### config.mk
export PLATFORM = sky130hd
export DESIGN_NAME = lihs_top
export DESIGN_NICKNAME = d
export VERILOG_FILES = /design/src/include/lihs_pkg.sv /design/src/include/lihs_motion_if.sv /design/src/lihs_nvm_store.sv /design/src/lihs_profiler.sv /design/src/lihs_top.sv
export VERILOG_INCLUDE_DIRS = /design/src /design/src/include
export SDC_FILE = /design/constraint.sdc
export NUM_CORES = 1
export LEC_CHECK = 0
export CAP_MARGIN = 40
export CORE_MARGIN = 3
export CORE_UTILIZATION = 53
export DETAILED_ROUTE_END_ITERATION = 8
export DONT_BUFFER_PORTS = 1
export PLACE_DENSITY = 0.76
export SLEW_MARGIN = 20
export SYNTH_ARGS = -nofsm -noshare
export SYNTH_HDL_FRONTEND = slang
export SYNTH_HIERARCHICAL = 1
export SYNTH_SLANG_ARGS = --single-unit
### constraint.sdc
create_clock -name pclk -period 26.2 [get_ports pclk]
set_clock_uncertainty 0.1 [all_clocks]
set_input_delay 5.24 -clock pclk [delete_from_list [all_inputs] [get_ports pclk]]
set_output_delay 5.24 -clock pclk [all_outputs]
set_load 0.01 [all_outputs]
### src/include/lihs_defs.svh
// constants for the limit plus index homing sequencer
// assumes inclusion by bare name from the include folder
`ifndef LIHS_DEFS_SVH
`define LIHS_DEFS_SVH

// ****************************************************************
// register byte offsets
// ****************************************************************
`define LIHS_OFS_CMD      12'h000
`define LIHS_OFS_TYPE     12'h004
`define LIHS_OFS_CFG      12'h008
`define LIHS_OFS_ACCEL    12'h00c
`define LIHS_OFS_DECEL    12'h010
`define LIHS_OFS_FAST     12'h014
`define LIHS_OFS_SLOW     12'h018
`define LIHS_OFS_STATUS   12'h01c
`define LIHS_OFS_POS      12'h020
`define LIHS_OFS_OFFSET   12'h024
`define LIHS_OFS_ERRCODE  12'h028
`define LIHS_OFS_ACYC     12'h02c

// ****************************************************************
// command and type codes
// ****************************************************************
`define LIHS_CMD_NORMAL   8'h10
`define LIHS_CMD_PROFILE  8'h17
`define LIHS_TYPE_HOME6   8'h36
`define LIHS_TYPE_LATCH_A 8'h12
`define LIHS_TYPE_LATCH_B 8'h13
`define LIHS_CERR_MODE    16'h0104
`define LIHS_CERR_NONE    16'h0000

// ****************************************************************
// config field positions
// ****************************************************************
`define LIHS_CFG_DIR      0
`define LIHS_CFG_ABS      1
`define LIHS_CFG_LATCH    2

// ****************************************************************
// status field positions
// ****************************************************************
`define LIHS_ST_COMPLETE  0
`define LIHS_ST_PROGRESS  1
`define LIHS_ST_CMDERR    2
`define LIHS_ST_HOMEFLT   3
`define LIHS_ST_STOREFLT  4
`define LIHS_ST_CMDFLT    5

// ****************************************************************
// timing
// ****************************************************************
`define LIHS_CLK_MHZ      100
`define LIHS_CYCLE_US     10
`define LIHS_CYCLE_CNT    (`LIHS_CYCLE_US * `LIHS_CLK_MHZ)
`define LIHS_NVM_TMO      16'h0400

`endif

### src/include/lihs_pkg.sv
// types for the limit plus index homing sequencer
// assumes nothing beyond a SystemVerilog compiler
package lihs_pkg;
  typedef enum logic [2:0] {
    LIHS_IDLE = 3'b000,
    LIHS_AWAY = 3'b001,
    LIHS_STOP = 3'b011,
    LIHS_SLOW = 3'b010,
    LIHS_ZERO = 3'b110,
    LIHS_SAVE = 3'b111,
    LIHS_DONE = 3'b101,
    LIHS_FAIL = 3'b100
  } lihs_state_e;
  typedef logic signed [31:0] lihs_pos_t;
endpackage

### src/include/lihs_motion_if.sv
// velocity request and feedback between sequencer and profiler
// assumes one clock domain
interface lihs_motion_if;
  logic signed [31:0] target_vel;
  logic [15:0] accel;
  logic [15:0] decel;
  logic signed [31:0] vel;
  logic stopped;
  modport seq (output target_vel, output accel, output decel, input vel, input stopped);
  modport prof (input target_vel, input accel, input decel, output vel, output stopped);
endinterface

### src/lihs_nvm_store.sv
// offset store to nonvolatile memory with completion timeout
// assumes nvm_ack pulses when the write ends
`include "lihs_defs.svh"
module lihs_nvm_store (
  // clock and reset
  input wire logic pclk,
  input wire logic presetn,
  // request
  input wire logic start,
  input wire logic nvm_ack,
  output logic busy,
  output logic done,
  output logic fail
);
  logic [15:0] cnt_q;
  always_ff @(posedge pclk or negedge presetn) begin
    if (!presetn) begin
      busy <= 1'b0;
      done <= 1'b0;
      fail <= 1'b0;
      cnt_q <= '0;
    end else begin
      done <= 1'b0;
      fail <= 1'b0;
      if (start && !busy) begin
        busy <= 1'b1;
        cnt_q <= '0;
      end else if (busy) begin
        cnt_q <= cnt_q + 16'h0001;
        if (nvm_ack) begin
          busy <= 1'b0;
          done <= 1'b1;
        end else if (cnt_q == `LIHS_NVM_TMO) begin
          busy <= 1'b0;
          fail <= 1'b1;
        end
      end
    end
  end
endmodule

### src/lihs_profiler.sv
// linear ramp profiler: slews velocity toward target once per control cycle
// assumes tick is a one-clock pulse once per control cycle
module lihs_profiler
  import lihs_pkg::*;
(
  // clock and reset
  input wire logic pclk,
  input wire logic presetn,
  input wire logic tick,
  // motion
  lihs_motion_if.prof m
);
  logic signed [31:0] vel_q;
  logic signed [32:0] diff;
  logic signed [32:0] rate;
  logic slowing;
  assign diff = 33'(m.target_vel) - 33'(vel_q);
  // shrinking speed in either direction follows the deceleration ramp
  assign slowing = (vel_q > 0 && diff < 0) || (vel_q < 0 && diff > 0);
  assign rate = slowing ? $signed({17'h0, m.decel}) : $signed({17'h0, m.accel});
  always_ff @(posedge pclk or negedge presetn) begin
    if (!presetn) begin
      vel_q <= '0;
    end else if (tick) begin
      if (diff > rate) begin
        vel_q <= vel_q + 32'(rate);
      end else if (-diff > rate) begin
        vel_q <= vel_q - 32'(rate);
      end else begin
        vel_q <= m.target_vel;
      end
    end
  end
  assign m.vel = vel_q;
  assign m.stopped = (vel_q == 0);
endmodule

### src/lihs_top.sv
// limit plus index homing sequencer with APB register file
// assumes limit, index and nvm inputs synchronous to pclk
//
// Summary of operation
// - direction zero: run negative, search positive
// - normal-to-profile edge starts fast reverse run
// - profile start clears homing complete
// - echo codes, in progress, no error
// - reverse limit hit: ramp down to stop
// - then slow search toward homing direction
// - stop at first index pulse
// - zero position or store absolute offset
// - homing complete raised at end
// - overtravel settings ignored, limit reverses
// - far limit or both limits: homing fault
// - other acyclic commands keep motion going
// - mode change in motion: command fault 0104
// - direction selectable either way
// - failed offset store raises store fault
//
// Design decisions made here: the register addresses and the APB slave port.
`include "lihs_defs.svh"
module lihs_top
  import lihs_pkg::*;
#(
  parameter int CYCLE_CNT = `LIHS_CYCLE_CNT
) (
  // clock and reset
  input wire logic pclk,
  input wire logic presetn,
  // apb slave
  input wire logic psel,
  input wire logic penable,
  input wire logic pwrite,
  input wire logic [11:0] paddr,
  input wire logic [31:0] pwdata,
  output logic [31:0] prdata,
  output logic pready,
  output logic pslverr,
  // sensors
  input wire logic pos_limit,
  input wire logic neg_limit,
  input wire logic index_pulse,
  // nonvolatile memory
  input wire logic nvm_ack,
  output logic nvm_write_q,
  output logic [31:0] nvm_data_q,
  // motion
  output logic [31:0] vel_cmd_q,
  output logic homing_fault_q,
  output logic offset_store_fault_q,
  output logic command_fault_alarm_q
);
  // ****************************************************************
  // registers
  // ****************************************************************
  logic [7:0] cmd_q, type_q;
  logic [7:0] cmd_prev_q;
  logic homing_direction_select, abs_mode, latch_source_select;
  logic [15:0] accel_constant, decel_constant;
  logic [31:0] fast_search_speed, slow_search_speed;
  logic [15:0] cmd_err_q;
  logic [31:0] acyc_q;
  lihs_pos_t pos_q, absolute_origin_offset;
  lihs_state_e state_q;
  logic complete_q;
  logic [15:0] tick_cnt_q;
  logic tick;
  logic wr, rd;
  logic store_busy, store_done, store_fail;
  logic signed [31:0] target_vel_d;
  logic [31:0] prdata_d;
  logic moving;
  lihs_motion_if mif ();

  function automatic logic hit(input logic [11:0] a, input logic [11:0] o);
    return a == o;
  endfunction

  assign wr = psel && penable && pwrite;
  assign rd = psel && !penable && !pwrite;
  assign tick = (tick_cnt_q == 16'(CYCLE_CNT - 1));
  assign moving = (state_q != LIHS_IDLE) && (state_q != LIHS_DONE) && (state_q != LIHS_FAIL);

  // ****************************************************************
  // control cycle divider
  // ****************************************************************
  always_ff @(posedge pclk or negedge presetn) begin
    if (!presetn) begin
      tick_cnt_q <= '0;
    end else if (tick) begin
      tick_cnt_q <= '0;
    end else begin
      tick_cnt_q <= tick_cnt_q + 16'h0001;
    end
  end

  // ****************************************************************
  // apb writes
  // ****************************************************************
  always_ff @(posedge pclk or negedge presetn) begin
    if (!presetn) begin
      cmd_q <= 8'h00;
      type_q <= 8'h00;
      homing_direction_select <= 1'b0;
      abs_mode <= 1'b0;
      latch_source_select <= 1'b0;
      accel_constant <= 16'h0001;
      decel_constant <= 16'h0001;
      fast_search_speed <= '0;
      slow_search_speed <= '0;
      acyc_q <= '0;
    end else if (wr) begin
      if (hit(paddr, `LIHS_OFS_CMD)) cmd_q <= pwdata[7:0];
      if (hit(paddr, `LIHS_OFS_TYPE) && !moving) type_q <= pwdata[7:0];
      if (hit(paddr, `LIHS_OFS_CFG)) begin
        homing_direction_select <= pwdata[`LIHS_CFG_DIR];
        abs_mode <= pwdata[`LIHS_CFG_ABS];
        if (!(moving && (type_q == `LIHS_TYPE_LATCH_A || type_q == `LIHS_TYPE_LATCH_B))) begin
          latch_source_select <= pwdata[`LIHS_CFG_LATCH];
        end
      end
      if (hit(paddr, `LIHS_OFS_ACCEL)) accel_constant <= pwdata[15:0];
      if (hit(paddr, `LIHS_OFS_DECEL)) decel_constant <= pwdata[15:0];
      if (hit(paddr, `LIHS_OFS_FAST)) fast_search_speed <= pwdata;
      if (hit(paddr, `LIHS_OFS_SLOW)) slow_search_speed <= pwdata;
      // acyclic commands land here and do not touch motion
      if (hit(paddr, `LIHS_OFS_ACYC)) acyc_q <= pwdata;
    end
  end

  // ****************************************************************
  // command fault on mode change during motion
  // ****************************************************************
  always_ff @(posedge pclk or negedge presetn) begin
    if (!presetn) begin
      cmd_err_q <= `LIHS_CERR_NONE;
      command_fault_alarm_q <= 1'b0;
    end else if (wr && moving && ((hit(paddr, `LIHS_OFS_TYPE) && pwdata[7:0] != type_q) ||
                 (hit(paddr, `LIHS_OFS_CFG) && pwdata[`LIHS_CFG_LATCH] != latch_source_select &&
                  (type_q == `LIHS_TYPE_LATCH_A || type_q == `LIHS_TYPE_LATCH_B)))) begin
      cmd_err_q <= `LIHS_CERR_MODE;
      command_fault_alarm_q <= 1'b1;
    end else if (cmd_prev_q == `LIHS_CMD_NORMAL && cmd_q == `LIHS_CMD_PROFILE) begin
      cmd_err_q <= `LIHS_CERR_NONE;
    end
  end

  // ****************************************************************
  // homing sequence
  // ****************************************************************
  always_ff @(posedge pclk or negedge presetn) begin
    if (!presetn) begin
      state_q <= LIHS_IDLE;
      cmd_prev_q <= 8'h00;
      complete_q <= 1'b0;
      homing_fault_q <= 1'b0;
      offset_store_fault_q <= 1'b0;
      nvm_write_q <= 1'b0;
      nvm_data_q <= '0;
      absolute_origin_offset <= '0;
    end else begin
      cmd_prev_q <= cmd_q;
      nvm_write_q <= 1'b0;
      unique case (state_q)
        LIHS_IDLE, LIHS_DONE, LIHS_FAIL: begin
          // only the normal-to-profile edge starts motion
          if (cmd_prev_q == `LIHS_CMD_NORMAL && cmd_q == `LIHS_CMD_PROFILE &&
              type_q == `LIHS_TYPE_HOME6) begin
            complete_q <= 1'b0;
            homing_fault_q <= 1'b0;
            offset_store_fault_q <= 1'b0;
            state_q <= LIHS_AWAY;
          end
        end
        LIHS_AWAY: begin
          // overtravel settings have no say, limits steer the sequence
          if (pos_limit && neg_limit) begin
            homing_fault_q <= 1'b1;
            state_q <= LIHS_FAIL;
          end else if (homing_direction_select ? pos_limit : neg_limit) begin
            state_q <= LIHS_STOP;
          end
        end
        LIHS_STOP: begin
          if (pos_limit && neg_limit) begin
            homing_fault_q <= 1'b1;
            state_q <= LIHS_FAIL;
          end else if (mif.stopped) begin
            state_q <= LIHS_SLOW;
          end
        end
        LIHS_SLOW: begin
          if ((homing_direction_select ? neg_limit : pos_limit) || (pos_limit && neg_limit)) begin
            homing_fault_q <= 1'b1;
            state_q <= LIHS_FAIL;
          end else if (index_pulse && !neg_limit && !pos_limit) begin
            state_q <= LIHS_ZERO;
          end
        end
        LIHS_ZERO: begin
          if (mif.stopped) begin
            if (abs_mode) begin
              absolute_origin_offset <= pos_q;
              nvm_data_q <= pos_q;
              nvm_write_q <= 1'b1;
              state_q <= LIHS_SAVE;
            end else begin
              complete_q <= 1'b1;
              state_q <= LIHS_DONE;
            end
          end
        end
        LIHS_SAVE: begin
          if (store_done) begin
            complete_q <= 1'b1;
            state_q <= LIHS_DONE;
          end else if (store_fail) begin
            offset_store_fault_q <= 1'b1;
            state_q <= LIHS_FAIL;
          end
        end
      endcase
    end
  end

  // ****************************************************************
  // position counter
  // ****************************************************************
  always_ff @(posedge pclk or negedge presetn) begin
    if (!presetn) begin
      pos_q <= '0;
    end else if (state_q == LIHS_SLOW && index_pulse && !neg_limit && !pos_limit &&
                 !abs_mode) begin
      pos_q <= '0;
    end else if (tick) begin
      pos_q <= pos_q + mif.vel;
    end
  end

  // ****************************************************************
  // velocity target
  // ****************************************************************
  always_comb begin
    target_vel_d = '0;
    unique case (state_q)
      LIHS_AWAY: target_vel_d = homing_direction_select ? fast_search_speed : -fast_search_speed;
      LIHS_SLOW: target_vel_d = homing_direction_select ? -slow_search_speed : slow_search_speed;
      default: target_vel_d = '0;
    endcase
  end
  assign mif.target_vel = target_vel_d;
  assign mif.accel = accel_constant;
  assign mif.decel = decel_constant;
  always_ff @(posedge pclk or negedge presetn) begin
    if (!presetn) begin
      vel_cmd_q <= '0;
    end else begin
      vel_cmd_q <= mif.vel;
    end
  end

  lihs_profiler u_prof (.pclk(pclk), .presetn(presetn), .tick(tick), .m(mif));
  lihs_nvm_store u_nvm (
    .pclk(pclk), .presetn(presetn), .start(nvm_write_q), .nvm_ack(nvm_ack),
    .busy(store_busy), .done(store_done), .fail(store_fail)
  );

  // ****************************************************************
  // apb reads
  // ****************************************************************
  always_comb begin
    prdata_d = '0;
    if (hit(paddr, `LIHS_OFS_CMD)) prdata_d = {24'h0, cmd_q};
    if (hit(paddr, `LIHS_OFS_TYPE)) prdata_d = {24'h0, type_q};
    if (hit(paddr, `LIHS_OFS_CFG)) begin
      prdata_d = {29'h0, latch_source_select, abs_mode, homing_direction_select};
    end
    if (hit(paddr, `LIHS_OFS_ACCEL)) prdata_d = {16'h0, accel_constant};
    if (hit(paddr, `LIHS_OFS_DECEL)) prdata_d = {16'h0, decel_constant};
    if (hit(paddr, `LIHS_OFS_FAST)) prdata_d = fast_search_speed;
    if (hit(paddr, `LIHS_OFS_SLOW)) prdata_d = slow_search_speed;
    if (hit(paddr, `LIHS_OFS_STATUS)) begin
      prdata_d = {26'h0, command_fault_alarm_q, offset_store_fault_q, homing_fault_q,
                  cmd_err_q != `LIHS_CERR_NONE, moving, complete_q};
    end
    if (hit(paddr, `LIHS_OFS_POS)) prdata_d = pos_q;
    if (hit(paddr, `LIHS_OFS_OFFSET)) prdata_d = absolute_origin_offset;
    if (hit(paddr, `LIHS_OFS_ERRCODE)) prdata_d = {16'h0, cmd_err_q};
    if (hit(paddr, `LIHS_OFS_ACYC)) prdata_d = acyc_q;
  end
  always_ff @(posedge pclk or negedge presetn) begin
    if (!presetn) begin
      prdata <= '0;
      pready <= 1'b0;
      pslverr <= 1'b0;
    end else begin
      pready <= psel && !penable;
      pslverr <= psel && !penable && (paddr > `LIHS_OFS_ACYC || paddr[1:0] != 2'b00);
      if (rd) prdata <= prdata_d;
    end
  end

  // ****************************************************************
  // checks
  // ****************************************************************
  start_clear_a: assert property (@(posedge pclk) disable iff (!presetn)
    (!moving && cmd_prev_q == `LIHS_CMD_NORMAL && cmd_q == `LIHS_CMD_PROFILE &&
     type_q == `LIHS_TYPE_HOME6) |=> !complete_q) else $error("start did not clear complete");
  start_edge_a: assert property (@(posedge pclk) disable iff (!presetn)
    (state_q == LIHS_IDLE && cmd_prev_q == `LIHS_CMD_NORMAL && cmd_q == `LIHS_CMD_PROFILE &&
     type_q == `LIHS_TYPE_HOME6) |=> (state_q == LIHS_AWAY && !complete_q))
    else $error("profile edge did not start homing");
  no_start_a: assert property (@(posedge pclk) disable iff (!presetn)
    (state_q == LIHS_IDLE && cmd_q == `LIHS_CMD_NORMAL) |=> state_q == LIHS_IDLE)
    else $error("motion without profile command");
  limit_stop_a: assert property (@(posedge pclk) disable iff (!presetn)
    (state_q == LIHS_AWAY && neg_limit && !pos_limit && !homing_direction_select)
    |=> state_q == LIHS_STOP) else $error("limit did not stop run");
  both_fault_a: assert property (@(posedge pclk) disable iff (!presetn)
    (moving && state_q != LIHS_ZERO && state_q != LIHS_SAVE && pos_limit && neg_limit)
    |=> (homing_fault_q && state_q == LIHS_FAIL)) else $error("both limits no fault");
  fail_flag_a: assert property (@(posedge pclk) disable iff (!presetn)
    state_q == LIHS_FAIL |-> !complete_q && target_vel_d == 0)
    else $error("failed homing reports complete");
  index_stop_a: assert property (@(posedge pclk) disable iff (!presetn)
    (state_q == LIHS_SLOW && index_pulse && !neg_limit && !pos_limit) |=> state_q == LIHS_ZERO)
    else $error("index did not stop search");
  done_flag_a: assert property (@(posedge pclk) disable iff (!presetn)
    $rose(state_q == LIHS_DONE) |-> complete_q) else $error("done without complete flag");
  store_fault_a: assert property (@(posedge pclk) disable iff (!presetn)
    (state_q == LIHS_SAVE && store_fail && !store_done) |=> offset_store_fault_q)
    else $error("store failure not flagged");
  mode_err_a: assert property (@(posedge pclk) disable iff (!presetn)
    (wr && moving && hit(paddr, `LIHS_OFS_TYPE) && pwdata[7:0] != type_q)
    |=> (cmd_err_q == `LIHS_CERR_MODE && command_fault_alarm_q)) else $error("no mode error");
  home_done_c: cover property (@(posedge pclk) disable iff (!presetn) $rose(complete_q));
  home_fail_c: cover property (@(posedge pclk) disable iff (!presetn) $rose(homing_fault_q));
  store_run_c: cover property (@(posedge pclk) disable iff (!presetn) state_q == LIHS_SAVE);
endmodule
; ---- Yosys cells after proc, flatten, opt, wreduce, memory -nomap -nowiden
; Cells that the tools add are included.
[totals]
ff_bits = 376
output_inout_bits = 102
elab_cells = 218
[classes]
n_addsub = 9
n_lt_le_gt_ge = 7
n_eq_ne = 41
n_mux = 64
bitwise = 1
n_reduce_logical = 66
[ops]
columns = op, count
row1 = $mux 32, 17
row2 = $mux 16, 6
row3 = $gt 33x33->1, 2
row4 = $neg 32->32, 2
row5 = $pmux 32 s2, 1
row6 = $eq 12x5->1 const B, 4
row7 = $eq 12x6->1 const B, 4
row8 = $gt 33x1->1 const B, 1
row9 = $lt 33x1->1 const B, 1
row10 = $neg 33->33, 1
row11 = $sub 32x32->33, 1
row12 = $add 16x1->16 const B, 2
row13 = $add 32x17->32, 1
row14 = $add 32x32->32, 1
row15 = $eq 8x5->1 const B, 4
row16 = $gt 32x1->1 const B, 1
row17 = $logic_not 32->1, 1
row18 = $lt 32x1->1 const B, 1
row19 = $sub 32x17->32, 1
row20 = $mux 3, 10
row21 = $logic_and 1x1->1, 26
row22 = $eq 12x4->1 const B, 2
row23 = $mux 1, 24
row24 = $pmux 3 s6, 1
row25 = 33 further kinds, 73

; ---- Longest topological paths before layout
[logic_depth]
ltp_word = 13
mapped_depth = 41
depth_no_buf = 40

; ---- Cells and area by module
; Netlist, hierarchy kept.
[modules_own_cells]
columns = mod, instances, cells_each, area_per_inst_um2, seq_area_each_um2
row1 = lihs_top, 1, 1500, 15657.5, 7759.9
row2 = lihs_profiler, 1, 1057, 7641.1, 800.8
row3 = lihs_nvm_store, 1, 90, 960.9, 475.5

; ---- Worst setup path before layout
; OpenSTA, ideal clock, no wires.
[synth_path]
kind = reg-to-reg
start = register fast_search_speed[5]
end = register u_prof.vel_q[26], in the netlist u_prof/m.vel[26]
arrival_time_ps = 9152
required_ps = 25950
setup_slack_ps = 16799
stages_incl_launch_ff = 40
n_path_buf = 4
synth_period_minus_slack_ps = 9401
path_cell_list = dfrtp_1 or4_1 nor4_1 nand2b_1 nor4_1 and2_0 a21oi_1 xnor2_1 o22ai_1 ha_1 clkbuf_1 o21ai_0 o21ba_2 and3_1 nand3_1 a21o_1 a2111oi_2 or4b_4 (+4 left out) clkbuf_1 mux2i_1 ha_1 nor2b_1 o21a_1 o21a_1 o21a_1 o21a_1 o21a_1 o21a_1 o21bai_1 a21oi_1 o31ai_2 clkbuf_1 buf_2 a31oi_1 o21ai_0 o311ai_0
[synth_via]
elab_chain_len = 11
word_cells_on_any_way = 17
cone_classes = add/sub (5) / order compare (4) / mux (5) / reduce/logical (3)
[synth_lines]
columns = item, line_no
row1 = "start, declared", lihs_top.sv:61  ; logic [31:0] fast_search_speed, slow_search_speed;
row2 = "start signal, assigned", lihs_top.sv:125  ; if (hit(paddr, `LIHS_OFS_FAST)) fast_search_speed <= pwdata;
row3 = $neg 32->32 *, lihs_top.sv:247  ; LIHS_AWAY: target_vel_d = homing_direction_select ? fast_search_speed : -fast_search_speed;
row4 = $mux 32 *, lihs_top.sv:247
row5 = $pmux 32 s2 *, lihs_top.sv:246  ; unique case (state_q)
row6 = net mif.target_vel[17], lihs_motion_if.sv:4  ; logic signed [31:0] target_vel;
row7 = $sub 32x32->33 *, lihs_profiler.sv:17  ; assign diff = 33'(m.target_vel) - 33'(vel_q);
row8 = $lt 33x1->1 or $gt 33x1->1 (tied branches), lihs_profiler.sv:19  ; assign slowing = (vel_q > 0 && diff < 0) || (vel_q < 0 && diff > 0);
row9 = $logic_and 1x1->1, lihs_profiler.sv:19
row10 = $logic_or 1x1->1, lihs_profiler.sv:19
row11 = $mux 16, lihs_profiler.sv:20  ; assign rate = slowing ? $signed({17'h0, m.decel}) : $signed({17'h0, m.accel});
row12 = $sub 32x17->32 or $gt 33x33->1 (tied branches), "lihs_profiler.sv:28, lihs_profiler.sv:27"
row13 = $mux 32, lihs_profiler.sv:27  ; end else if (-diff > rate) begin
row14 = $mux 32 *, lihs_profiler.sv:25  ; if (diff > rate) begin
row15 = "end signal, assigned", lihs_profiler.sv:26  ; vel_q <= vel_q + 32'(rate);
row16 = "end signal, assigned", lihs_profiler.sv:28  ; vel_q <= vel_q - 32'(rate);
row17 = "end signal, assigned", lihs_profiler.sv:30  ; vel_q <= m.target_vel;
row18 = "end, declared", lihs_profiler.sv:13  ; logic signed [31:0] vel_q;
; Mark *: on every way through the listed nets, which the timed path passes. The rest lies on a longest branch.
; A chain may end at the register's enable or synchronous reset.

; ---- Final worst setup path
[layout_path]
start = register fast_search_speed[5]
end = register u_prof.vel_q[29], in the netlist u_prof/m.vel[29]
; The elaborated chain is that of the path after synthesis.

==> run metrics <==
clock latency on the worst-skew pair=around 580 ps; FF-to-FF Start=fast_search_speed[5]; H-tree level count=2; io pins=155; post-synthesis sequential area ratio=0.3725; crit path launch=fast_search_speed[5]; CTS root buf=clkbuf_16; Hold Vio Cnt, Final=0; Synth Instances=about 2600; pin count of the biggest net entering global routing=between 300 and 400; clock tree sinks=approximately 360; final WL=77250 um; max_cap viols=0; Post-synth ARST share=1.000; # diodes=0; max-slew violations=0; syn avg cell area=slightly above 9 um^2; Port Buf Inserts=0; CP arrival=roughly 12000 ps; # resized after CTS=0; Tcrit/Tclk final=0.4272; Ys Warns=6; Max VDD drop=between 0.1 and 0.15 mV; CP Capture Type=flip-flop; Residual DRC=0; worst-case clock buffer depth=3; CTS hold repair buffers=0; RR Endpoint=u_prof/m.vel[29]; cell area after synthesis=24260 um^2; Max FO, Critical Path=16; GRT Util Overall=0.3179; Worst-path clk slew=~70 ps; Core ar.=about 45000 um^2; fin crit period=roughly 11000 ps; CP Launch Type=flip-flop; crit path kind=flip-flop to flip-flop; RD Place Congestion=0.9402; Static Leak=about 12 nW; CP endpoint=u_prof/m.vel[29]; Yosys cell types=~100; Initial Util=0.5427; Slowest Stage Delay on Critical Path=about 730 ps; RSZ-0062 raised after global routing=false; share of the synthesized area in the top cell type=0.3703; CTS tree=yes; Post-Syn Nets=~2800; full die area=48380 um^2; top cells by instance count after synthesis=dfrtp_1 (359), nand2_1 (281), nor2_1 (182); layout net count=approximately 2800; Die Wd=between 200 and 250 um; EDFF count, synth=0; first-pass GRT wire length=between 100000 and 150000 um; setup repair bufs after CTS=0; count of routing violations after the opening detailed-route iteration=2440; outcome=complete, no violations; Slew headroom=0.4456; Hold Crit Class=flip-flop to flip-flop; layout overhead on the synthesized area=8.536%; gr ovfl total=0; wire length per cell=around 24 um; vias per cell=between 6 and 7; R2R depth=37; Core Util, Final=0.5890; Worst path slowest cell=a311oi_1; initial antenna violation count=0; r2r setup slk=around 15000 ps; Num CTS Buffers=41; count leader, synth=dfrtp_1; Data required, critical path=26530 ps; Cell Rows=77; ratio of cells with drive above 1 in the final layout=0.1239; largest cells by area after synthesis=dfrtp_1 (37%), mux2_2 (7.1%), ha_1 (6.9%); vias in the first global route=between 20000 and 25000; DIE HEIGHT=around 220 um; PD cells=100.2 nW/um^2; count of state elements after synthesis=approximately 360; HPWL Detailed=between 50000 and 60000 um; Worst Max-Slew Pin Slew=approximately 830 ps; post-synth top area cell=dfrtp_1; Vias=about 22000; Total Neg Setup Slack=0 ps; ANT nets after route=0; dominant synthesized flop cell=dfrtp_1; DR pass1 iterations=9; FMAX=89.35 MHz; final setup fails=0
## layout make-up
| cell class | count | area, um^2 |
|---|---|---|
| Clock inverter | 24 | 317.8 |
| Sequential cell | 361 | 9037 |
| Timing Repair Buffer | 36 | 305.3 |
| Tap cell | 592 | 740.7 |
| Inverter | 112 | 420.4 |
| Fill cell | 3798 | 18370 |
| Clock buffer | 48 | 1082 |
| Multi-Input combinational cell | 2059 | 14430 |
## registers in the layout (all words and copies together), names as in the netlist, 3 cells and up
name / count
absolute_origin_offset: 32
acyc_q: 32
fast_search_speed: 32
pos_q: 32
prdata: 32
slow_search_speed: 32
u_prof/m.vel: 32
vel_cmd_q: 32
accel_constant: 16
decel_constant: 16
tick_cnt_q: 16
u_nvm/cnt_q: 16
cmd_prev_q: 8
cmd_q: 8
type_q: 8
state_q: 3
## stage by stage
step	total power (W)	instance area (um^2)	std cells	hold WS (ps)	setup WS [ps]
after floorplan	0.001670	24260	2647	275.8	16800
after detailed placement	0.002003	24900	3157	329.5	15420
after CTS	0.002606	26300	3229	345.9	15270
after global routing	0.002803	26330	3232	356.4	14280
final	0.002637	26330	3232	352.5	15010
after global placement	0.001943	24820	3151	320.6	15530
## metal layers
layer | track usage | up-vias | wire length, um
met5 | 0 | - | 0
met4 | 0.1713 | 0 | 4825
met3 | 0.04854 | 256 | 6357
met2 | 0.5101 | 1141 | 35100
met1 | 0.4149 | 10600 | 30970
li1 | - | 9749 | -
## placed cells by master (no fill, tap or decap), drive strengths merged, types with 32 or more instances in the layout
master and count:
a21o 38, a21oi 162, a22oi 47, a31oi 58, buf 34, clkbuf 50
dfrtp 359, ha 134, inv 112, mux2 155, nand2 282, nand3 75
nand4 32, nor2 183, nor3 64, nor4 36, o21ai 116, o22ai 47
xnor2 80, xor2 68
## kinds of logic after synthesis
family,synth area share
simple gates,0.1741
buf+inv,0.03667
compound gates,0.2074
xor+xnor,0.05343
flops,0.3725
mux,0.08350
fa+ha+maj,0.07241
## where the power goes
| group | switching, W | internal, W | total [W] |
|---|---|---|---|
| Sequential | 0.0000609 | 0.000591 | 0.000652 |
| Combinational | 0.000870 | 0.000516 | 0.00139 |
| Clock | 0.000251 | 0.000349 | 0.000600 |
| Total | 0.00118 | 0.00146 | 0.00264 |
## critical path: cells and delay by family, from the launching register on
| kind | cells | cell delay [ps] |
|---|---|---|
| mux | 2 | 940 |
| compound gates | 16 | 4150 |
| xor+xnor | 2 | 330 |
| buf+inv | 1 | 380 |
| fa+ha+maj | 3 | 880 |
| flops | 1 | 430 |
| simple gates | 13 | 3830 |
## how the worst min path moves through the flow
stage / depth (start not counted) / startpoint / endpoint
floorplan: 0 / u_prof/m.vel[17] / vel_cmd_q[17]
global placement: 0 / cmd_q[7] / cmd_prev_q[7]
detailed placement: 0 / cmd_q[6] / cmd_prev_q[6]
CTS: 0 / cmd_q[7] / cmd_prev_q[7]
global route: 0 / cmd_q[6] / cmd_prev_q[6]
finish: 0 / cmd_q[6] / cmd_prev_q[6]
Power figures use the tool's default switching activity.
